==> src/logic/motor_lock_defines.svh <==
// Offsets, field positions, reset values and timing counts for the lock fault block
// Functional notes
// - Retry delay field bits 10-7, 100ms to 14s
// - Codes 0-3 latch fault, set gate state
// - Codes 4-7 auto retry, latch past limit
// - Code 8 reports lock, no gate action
// - Codes 9-F disable motor lock detection
// - Bit 2 enables position detect timeout fault
// - Bit 1 enables position detect frequency fault
// - Bit 0 enables loop saturation indication
// - Second word at 92h, resets to zero
`ifndef MOTOR_LOCK_DEFINES_SVH
`define MOTOR_LOCK_DEFINES_SVH

// Register indices; byte address is four times the index
`define IDX_FAULT_ONE 10'h091
`define IDX_FAULT_TWO 10'h092
`define IDX_STATUS 10'h0a0
`define IDX_MASK 10'h0a1
`define ADDR_W 12

`define FAULT_ONE_RESET 32'h00000000
`define FAULT_TWO_RESET 32'h00000000

// First fault word fields
`define F1_DELAY_HI 10
`define F1_DELAY_LO 7
`define F1_RESP_HI 6
`define F1_RESP_LO 3
`define F1_IPD_TIMEOUT_EN 2
`define F1_IPD_FREQ_EN 1
`define F1_SAT_EN 0

// Second fault word fields
`define F2_PARITY 31
`define F2_LOCK_EN_HI 30
`define F2_LOCK_EN_LO 28
`define F2_LIMIT_HI 2
`define F2_LIMIT_LO 0

// Response codes
`define RESP_LATCH_MAX 4'h3
`define RESP_RETRY_MAX 4'h7
`define RESP_REPORT 4'h8

// Status and mask bits
`define ST_LOCK 0
`define ST_LATCHED 1
`define ST_IPD_TIMEOUT 2
`define ST_IPD_FREQ 3
`define ST_SAT 4
`define ST_W 5

// Retry delay in ms: code 0, code 1, then steps
`define RETRY_MS_C0 32'h00000064
`define RETRY_MS_C1 32'h000001f4
`define RETRY_MS_STEP 32'h000003e8
`define CLK_HZ 20000000
`define TICK_MS_CYCLES (`CLK_HZ / 1000)

`endif

==> src/logic/motor_lock_pkg.sv <==
// Types shared by the lock fault block and its bench
package motor_lock_pkg;

  typedef struct packed {
    logic psel;
    logic penable;
    logic pwrite;
    logic [11:0] paddr;
    logic [31:0] pwdata;
  } apb_req_t;

  typedef struct packed {
    logic pready;
    logic pslverr;
    logic [31:0] prdata;
  } apb_rsp_t;

  typedef enum logic [1:0] {
    ST_IDLE = 2'b00,
    ST_RETRY = 2'b01,
    ST_LATCHED = 2'b10,
    ST_REPORT = 2'b11
  } lock_state_t;

  typedef enum logic [1:0] {
    GATE_TRISTATE = 2'b00,
    GATE_RECIRC = 2'b01,
    GATE_HS_BRAKE = 2'b10,
    GATE_LS_BRAKE = 2'b11
  } gate_mode_t;

  typedef struct packed {
    logic active;
    gate_mode_t mode;
  } gate_cmd_t;

endpackage : motor_lock_pkg

==> src/logic/motor_lock_fault_response.sv <==
// Motor-lock fault response with APB register file and interrupt
`timescale 1ns/10ps
`include "motor_lock_defines.svh"

module motor_lock_fault_response #(
  parameter int unsigned TICK_CYCLES = `TICK_MS_CYCLES // Clock cycles per ms
) (
  input wire logic clk_sys, // System clock
  input wire logic srst, // Sync reset, high
  input wire logic cen, // Clock enable
  input wire motor_lock_pkg::apb_req_t apb_req, // APB request
  output motor_lock_pkg::apb_rsp_t apb_rsp, // APB response
  input wire logic [2:0] lock_detect, // Speed, backemf, missing motor hits
  input wire logic ipd_timeout, // Position detect timeout event
  input wire logic ipd_freq_err, // Position detect frequency event
  input wire logic current_loop_sat, // Current loop saturated
  input wire logic speed_loop_sat, // Speed loop saturated
  output logic fault_output_n, // Fault pin, low active
  output motor_lock_pkg::gate_cmd_t gate_cmd, // Gate driver override
  output logic [1:0] saturation_flags, // {speed, current} saturation
  output logic irq // Level interrupt
);
  import motor_lock_pkg::*;

  logic [31:0] fault_settings_one_reg;
  logic [31:0] fault_settings_one_next;
  logic [31:0] fault_settings_two_reg;
  logic [31:0] fault_settings_two_next;
  logic [`ST_W-1:0] status_reg;
  logic [`ST_W-1:0] status_next;
  logic [`ST_W-1:0] mask_reg;
  logic [`ST_W-1:0] mask_next;
  apb_rsp_t rsp_reg;
  apb_rsp_t rsp_next;
  lock_state_t state_reg;
  lock_state_t state_next;
  logic [2:0] retry_cnt_reg;
  logic [2:0] retry_cnt_next;
  logic [31:0] timer_reg;
  logic [31:0] timer_next;
  gate_cmd_t gate_reg;
  gate_cmd_t gate_next;
  logic fault_n_reg;
  logic fault_n_next;
  logic [1:0] sat_reg;
  logic [1:0] sat_next;
  logic irq_reg;
  logic irq_next;

  logic [9:0] idx;
  logic miss;
  logic [31:0] rd_data;
  logic commit;
  logic wr_one;
  logic wr_two;
  logic wr_status;
  logic wr_mask;
  logic [`ST_W-1:0] clr_vec;
  logic [`ST_W-1:0] set_vec;
  logic [3:0] resp;
  logic [2:0] limit;
  logic lock_hit;
  logic lock_evt;
  logic latch_evt;
  logic fault_clear;
  logic [31:0] retry_cycles;

  // Response class of the lock code, exactly one set
  logic resp_latch;
  logic resp_retry;
  logic resp_report;
  logic resp_off;
  logic retry_done;

  // Retry delay in ms for a delay code
  function automatic logic [31:0] retry_ms(input logic [3:0] code);
    logic [31:0] ms;
    ms = `RETRY_MS_STEP;
    case (code)
      4'h0: ms = `RETRY_MS_C0;
      4'h1: ms = `RETRY_MS_C1;
      default: ms = {28'h0000000, code - 4'h1} * `RETRY_MS_STEP;
    endcase
    return ms;
  endfunction : retry_ms

  // Bus decode; response is registered, so access takes one wait state
  always_comb begin
    idx = apb_req.paddr[`ADDR_W-1:2];
    miss = 1'b0;
    rd_data = 32'h00000000;
    case (idx)
      `IDX_FAULT_ONE: rd_data = fault_settings_one_reg;
      `IDX_FAULT_TWO: rd_data = fault_settings_two_reg;
      `IDX_STATUS: rd_data = {{(32-`ST_W){1'b0}}, status_reg};
      `IDX_MASK: rd_data = {{(32-`ST_W){1'b0}}, mask_reg};
      default: miss = 1'b1;
    endcase
    if (apb_req.paddr[1:0] != 2'b00) begin
      miss = 1'b1;
    end
    rsp_next = '0;
    if (apb_req.psel && apb_req.penable && !rsp_reg.pready) begin
      rsp_next.pready = 1'b1;
      rsp_next.pslverr = miss;
      rsp_next.prdata = (miss || apb_req.pwrite) ? 32'h00000000 : rd_data;
    end
    // Writes land at the edge that completes the transfer
    commit = apb_req.psel && apb_req.penable && rsp_reg.pready && apb_req.pwrite && !miss;
    wr_one = commit && (idx == `IDX_FAULT_ONE);
    wr_two = commit && (idx == `IDX_FAULT_TWO);
    wr_status = commit && (idx == `IDX_STATUS);
    wr_mask = commit && (idx == `IDX_MASK);
  end

  always_ff @(posedge clk_sys) begin
    if (srst) begin
      rsp_reg <= '0;
    end else if (cen) begin
      rsp_reg <= rsp_next;
    end
  end

  // Configuration words
  always_comb begin
    fault_settings_one_next = fault_settings_one_reg;
    fault_settings_two_next = fault_settings_two_reg;
    mask_next = mask_reg;
    if (wr_one) begin
      fault_settings_one_next = apb_req.pwdata;
    end
    if (wr_two) begin
      fault_settings_two_next = apb_req.pwdata;
    end
    if (wr_mask) begin
      mask_next = apb_req.pwdata[`ST_W-1:0];
    end
  end

  always_ff @(posedge clk_sys) begin
    if (srst) begin
      fault_settings_one_reg <= `FAULT_ONE_RESET;
      fault_settings_two_reg <= `FAULT_TWO_RESET;
      mask_reg <= '0;
    end else if (cen) begin
      fault_settings_one_reg <= fault_settings_one_next;
      fault_settings_two_reg <= fault_settings_two_next;
      mask_reg <= mask_next;
    end
  end

  // Field decode shared by the state machine
  always_comb begin
    resp = fault_settings_one_reg[`F1_RESP_HI:`F1_RESP_LO];
    // Limit is the number of automatic retries before latching
    limit = fault_settings_two_reg[`F2_LIMIT_HI:`F2_LIMIT_LO];
    lock_hit = |(lock_detect & fault_settings_two_reg[`F2_LOCK_EN_HI:`F2_LOCK_EN_LO]);
    fault_clear = wr_status && apb_req.pwdata[`ST_LATCHED];
    retry_cycles = 32'(retry_ms(fault_settings_one_reg[`F1_DELAY_HI:`F1_DELAY_LO]) * TICK_CYCLES);
    retry_done = (timer_reg == 32'h0);
    resp_latch = 1'b0;
    resp_retry = 1'b0;
    resp_report = 1'b0;
    resp_off = 1'b0;
    if (resp <= `RESP_LATCH_MAX) begin
      resp_latch = 1'b1;
    end else if (resp <= `RESP_RETRY_MAX) begin
      resp_retry = 1'b1;
    end else if (resp == `RESP_REPORT) begin
      resp_report = 1'b1;
    end else begin
      // Every code above report turns detection off
      resp_off = 1'b1;
    end
  end

  // Lock response state machine
  always_comb begin
    state_next = state_reg;
    retry_cnt_next = retry_cnt_reg;
    timer_next = timer_reg;
    gate_next = gate_reg;
    lock_evt = 1'b0;
    latch_evt = 1'b0;
    if (resp_off) begin
      // Detection off: drop any pending lock action
      state_next = ST_IDLE;
      gate_next = '0;
    end else begin
      case (state_reg)
        ST_IDLE: begin
          // Hits outside idle are ignored
          if (lock_hit) begin
            lock_evt = 1'b1;
            if (resp_latch) begin
              state_next = ST_LATCHED;
              latch_evt = 1'b1;
              gate_next.active = 1'b1;
              gate_next.mode = gate_mode_t'(resp[1:0]);
            end else if (resp_retry) begin
              gate_next.active = 1'b1;
              gate_next.mode = gate_mode_t'(resp[1:0]);
              if (retry_cnt_reg >= limit) begin
                state_next = ST_LATCHED;
                latch_evt = 1'b1;
              end else begin
                state_next = ST_RETRY;
                retry_cnt_next = retry_cnt_reg + 3'h1;
                timer_next = (retry_cycles == 32'h0) ? 32'h0 : retry_cycles - 32'h1;
              end
            end else if (resp_report) begin
              state_next = ST_REPORT;
              gate_next = '0;
            end
          end
        end
        ST_RETRY: begin
          // Gate stays overridden for the whole delay
          if (retry_done) begin
            state_next = ST_IDLE;
            gate_next = '0;
          end else begin
            timer_next = timer_reg - 32'h1;
          end
        end
        ST_LATCHED, ST_REPORT: begin
          // Clearing also restarts the retry budget
          if (fault_clear) begin
            state_next = ST_IDLE;
            gate_next = '0;
            retry_cnt_next = 3'h0;
          end
        end
        default: begin
          state_next = ST_IDLE;
          gate_next = '0;
        end
      endcase
    end
  end

  always_ff @(posedge clk_sys) begin
    if (srst) begin
      state_reg <= ST_IDLE;
      retry_cnt_reg <= 3'h0;
      timer_reg <= 32'h0;
      gate_reg <= '0;
    end else if (cen) begin
      state_reg <= state_next;
      retry_cnt_reg <= retry_cnt_next;
      timer_reg <= timer_next;
      gate_reg <= gate_next;
    end
  end

  // Sticky status; a set in the clearing cycle survives
  always_comb begin
    set_vec = '0;
    set_vec[`ST_LOCK] = lock_evt;
    set_vec[`ST_LATCHED] = latch_evt;
    set_vec[`ST_IPD_TIMEOUT] = ipd_timeout && fault_settings_one_reg[`F1_IPD_TIMEOUT_EN];
    set_vec[`ST_IPD_FREQ] = ipd_freq_err && fault_settings_one_reg[`F1_IPD_FREQ_EN];
    set_vec[`ST_SAT] = (current_loop_sat || speed_loop_sat) && fault_settings_one_reg[`F1_SAT_EN];
    clr_vec = wr_status ? apb_req.pwdata[`ST_W-1:0] : '0;
    status_next = (status_reg & ~clr_vec) | set_vec;
  end

  always_ff @(posedge clk_sys) begin
    if (srst) begin
      status_reg <= '0;
    end else if (cen) begin
      status_reg <= status_next;
    end
  end

  // Output flops, fed from next values so pins track state without lag
  always_comb begin
    fault_n_next = !((state_next != ST_IDLE)
                     || status_next[`ST_IPD_TIMEOUT]
                     || status_next[`ST_IPD_FREQ]);
    sat_next = fault_settings_one_reg[`F1_SAT_EN] ? {speed_loop_sat, current_loop_sat} : 2'b00;
    irq_next = |(status_next & mask_next);
  end

  always_ff @(posedge clk_sys) begin
    if (srst) begin
      fault_n_reg <= 1'b1;
      sat_reg <= 2'b00;
      irq_reg <= 1'b0;
    end else if (cen) begin
      fault_n_reg <= fault_n_next;
      sat_reg <= sat_next;
      irq_reg <= irq_next;
    end
  end

  assign apb_rsp = rsp_reg;
  assign fault_output_n = fault_n_reg;
  assign gate_cmd = gate_reg;
  assign saturation_flags = sat_reg;
  assign irq = irq_reg;

endmodule : motor_lock_fault_response

==> config.mk <==
export PLATFORM = sky130hd
export DESIGN_NAME = motor_lock_fault_response
export DESIGN_NICKNAME = d
export VERILOG_FILES = /design/src/logic/motor_lock_pkg.sv /design/src/logic/motor_lock_fault_response.sv
export VERILOG_INCLUDE_DIRS = /design/src /design/src/logic
export SDC_FILE = /design/constraint.sdc
export NUM_CORES = 1
export LEC_CHECK = 0
export ABC_CLOCK_PERIOD_IN_PS = 14500
export BUFFER_PORTS_ARGS = -buffer_cell sky130_fd_sc_hd__buf_4
export CAP_MARGIN = 20
export CORE_UTILIZATION = 45
export CTS_CLUSTER_SIZE = 14
export DETAILED_ROUTE_END_ITERATION = 10
export HOLD_SLACK_MARGIN = 0.05
export PLACE_DENSITY = 0.63
export SYNTH_ARGS = -nofsm -noshare
export SYNTH_HDL_FRONTEND = slang
export SYNTH_SLANG_ARGS = --single-unit
==> constraint.sdc <==
create_clock -name clk_sys -period 14.5 [get_ports clk_sys]
set_clock_uncertainty 0.05 [all_clocks]
set_input_delay 0.725 -clock clk_sys [delete_from_list [all_inputs] [get_ports clk_sys]]
set_output_delay 0.725 -clock clk_sys [all_outputs]
set_load 0.05 [all_outputs]
==> impl_metrics.ini <==
[clock_tree]
cts_tree = built
cts_hold_buf = 0
clk_pin_slew_ps = 70
ctsRootBufferMaster = clkbuf_16
clock_path_buffers = 2
cts_max_level = 4
worstSkewPairLatency_ps = 420
postCtsSetupRepairBufs = 0
cts_made_buffers = 17
clock_sinks = 152
ctsResizeCount = 0

[finish]
drive_gt1_frac = 0.1246
area_growth_pct = 15.31
final_nets = 1530
largest_reg_flops = 34
finalCoreUtilization = 0.5294
layout_commonest_cell = nand2_1
layout_common_cells = nand2_1, a21oi_1, dfxtp_1, nor2_1, buf_4
antenna_cells = 0

[critical_path]
r2r_start = fault_settings_one_reg[7]$_SDFFE_PP0P_
rr_endpoint = timer_reg[21]$_SDFFE_PP0P_
cp_slowest_cell = dfxtp_1
r2r_slack_ps = 4720
cp_max_fo = 15
crit_required_ps = 14720
cp-start-kind = register
slowest_delay_ps = 730
critPathKind = reg -> reg
arrival_ps = 10000
worstRegToRegCells = 35
cpMostUsedCell = inv_1
worstSetupEndpointType = register

[floorplanning]
start_util = 0.4591
die_area_um2 = 22930
die_w_um = 151.4
core_area_um2 = 21890
die_y_um = 151.4
rows = 54
io_pins = 98

[detailed_routing]
post_drt_wl_per_cell_um = 15.57
num_vias = 9171
drt_first_pass_iters = 5
vias_per_cell = 5.525
drc_errors = 0
ant_nets = 0
wl_um = 25850
dr.first_iter.drc_count = 548

[sta]
tightestPinTransition_ps = 991.4
rsz0062_at_grt = false
timing.fmax_ghz = 0.1023
hold_viol = 0
tns_ps = 0
max_slew_margin = 0.3330
fin_crit_ps = 9777
holdWs_ps = 402.9
final.period_utilization = 0.6742
setup_viol = 0
slew_viol_final = 0

[yosys]
synth_edf_count = 0
syn_inst = 1312
ys_async_sr_fraction = 0
avgSynthCellArea_um2 = 7.660
ys_seq_elements = 152
yosysSeqAreaShare = 0.3028
synth.distinct_cells = 73
yosysWarningCount = 0
syn-cell-area_um2 = 10050
synth_top_flop_cell = dfxtp_1
syn_nets = 1475

[run_status]
status = finished, final reports clean

[pwr]
cellLeakagePower_nw = 4.825
peakVddDrop_mv = 0.08342
power_density_nw_per_um2 = 79.75

[run]
maxCapViolations = 0

[place]
detailed_place_hpwl_um = 18390
port_buffers = 97
gp_congestion = 0.8402

[global_routing]
grt_pass1_wl_um = 41750
antenna_found_initial = 0
grt_max_degree = 79
grt_usage = 0.2276
grt_remaining_overflow = 0
grt_pass1_vias = 8349

[min_path]
whs_endpoint = fault_settings_one_reg[13]$_SDFFE_PP0P_
worstHoldPathType = reg -> reg
min_from = fault_settings_one_reg[13]$_SDFFE_PP0P_
whs_path_depth = 2
[final cells by class]
| type | count | area (µm²) |
|---|---|---|
| Clock buffer | 17 | 425.4 |
| Clock inverter | 15 | 193.9 |
| Fill cell | 2104 | 10300 |
| Inverter | 91 | 341.6 |
| Multi-Input combinational cell | 995 | 6389 |
| Sequential cell | 152 | 3043 |
| Tap cell | 280 | 350.3 |
| Timing Repair Buffer | 110 | 845.8 |
[stage by stage]
stage | setup slack (ps) | area [µm²] | std cells | power, mW
3_5_place_dp | 4714 | 10970 | 1628 | 0.4703
5_1_grt | 3809 | 11590 | 1660 | 0.9546
4_1_cts | 4673 | 11590 | 1660 | 0.9327
3_3_place_gp | 4946 | 10940 | 1627 | 0.4704
2_1_floorplan | 5487 | 10050 | 1312 | 0.4501
6_report | 4723 | 11590 | 1660 | 0.9242
[worst max-delay path, delay by kind of cell (launching register included)]
kind / cells / cell delay (ps)
DFF: 1 / 730
AOI/OAI and AO/OA: 9 / 1900
and+or+nand+nor: 5 / 1210
adders and majority gates: 10 / 4140
xor gates and xnor gates: 3 / 760
buffers and inverters: 8 / 830
[power by group]
group          total, mW  internal (mW)  switching, mW
Clock              0.463          0.264          0.199
Combinational     0.0401         0.0164         0.0237
Sequential         0.421          0.419        0.00184
[layer usage]
metal  wire (µm)  track usage  part of all wire  up-vias
met1       12470       0.3204              0.48     4300
met5           0            0                 0        -
li1            -            -                 -     4651
met4         304      0.05600             0.012        0
met3        1172      0.03584             0.045       19
met2       11900       0.3610              0.46      201
[cell families after synthesis]
logic type | Yosys count | synth area share
AO/OA/AOI/OAI | 357 | 0.2219
flip-flops | 152 | 0.3028
AND/OR/NAND/NOR | 480 | 0.2143
XOR/XNOR | 39 | 0.03399
other | 1 | 0.0003731
adder cells (fa/ha/maj) | 106 | 0.1521
multiplexers | 12 | 0.01195
buffers and inverters | 165 | 0.06262
[cell usage after synthesis (14+ instances only)]
cell type    n  area share
nor3_1      34       0.017
a22oi_1     38       0.028
ha_1        79       0.098
nor2_1     136       0.051
xnor2_1     21       0.018
a21oi_1    161       0.080
a31oi_1     16       0.010
xor2_1      18       0.016
clkbuf_1    69       0.026
fa_1        27       0.054
nand2_1    206       0.077
o21ai_0     48       0.024
inv_1       90       0.034
dfxtp_1    152        0.30
nand3_1     14      0.0070
[worst max-delay path by stage]
stage / from / to / slack (ps)
floorplan: fault_settings_one_reg[7]$_SDFFE_PP0P_ / timer_reg[21]$_SDFFE_PP0P_ / 5490
global placement: fault_settings_one_reg[7]$_SDFFE_PP0P_ / timer_reg[21]$_SDFFE_PP0P_ / 4950
detailed placement: fault_settings_one_reg[7]$_SDFFE_PP0P_ / timer_reg[19]$_SDFFE_PP0P_ / 4710
CTS: fault_settings_one_reg[7]$_SDFFE_PP0P_ / timer_reg[21]$_SDFFE_PP0P_ / 4670
global route: fault_settings_one_reg[7]$_SDFFE_PP0P_ / timer_reg[21]$_SDFFE_PP0P_ / 3810
finish: fault_settings_one_reg[7]$_SDFFE_PP0P_ / timer_reg[21]$_SDFFE_PP0P_ / 4720
(Power assumes the default switching activity.)
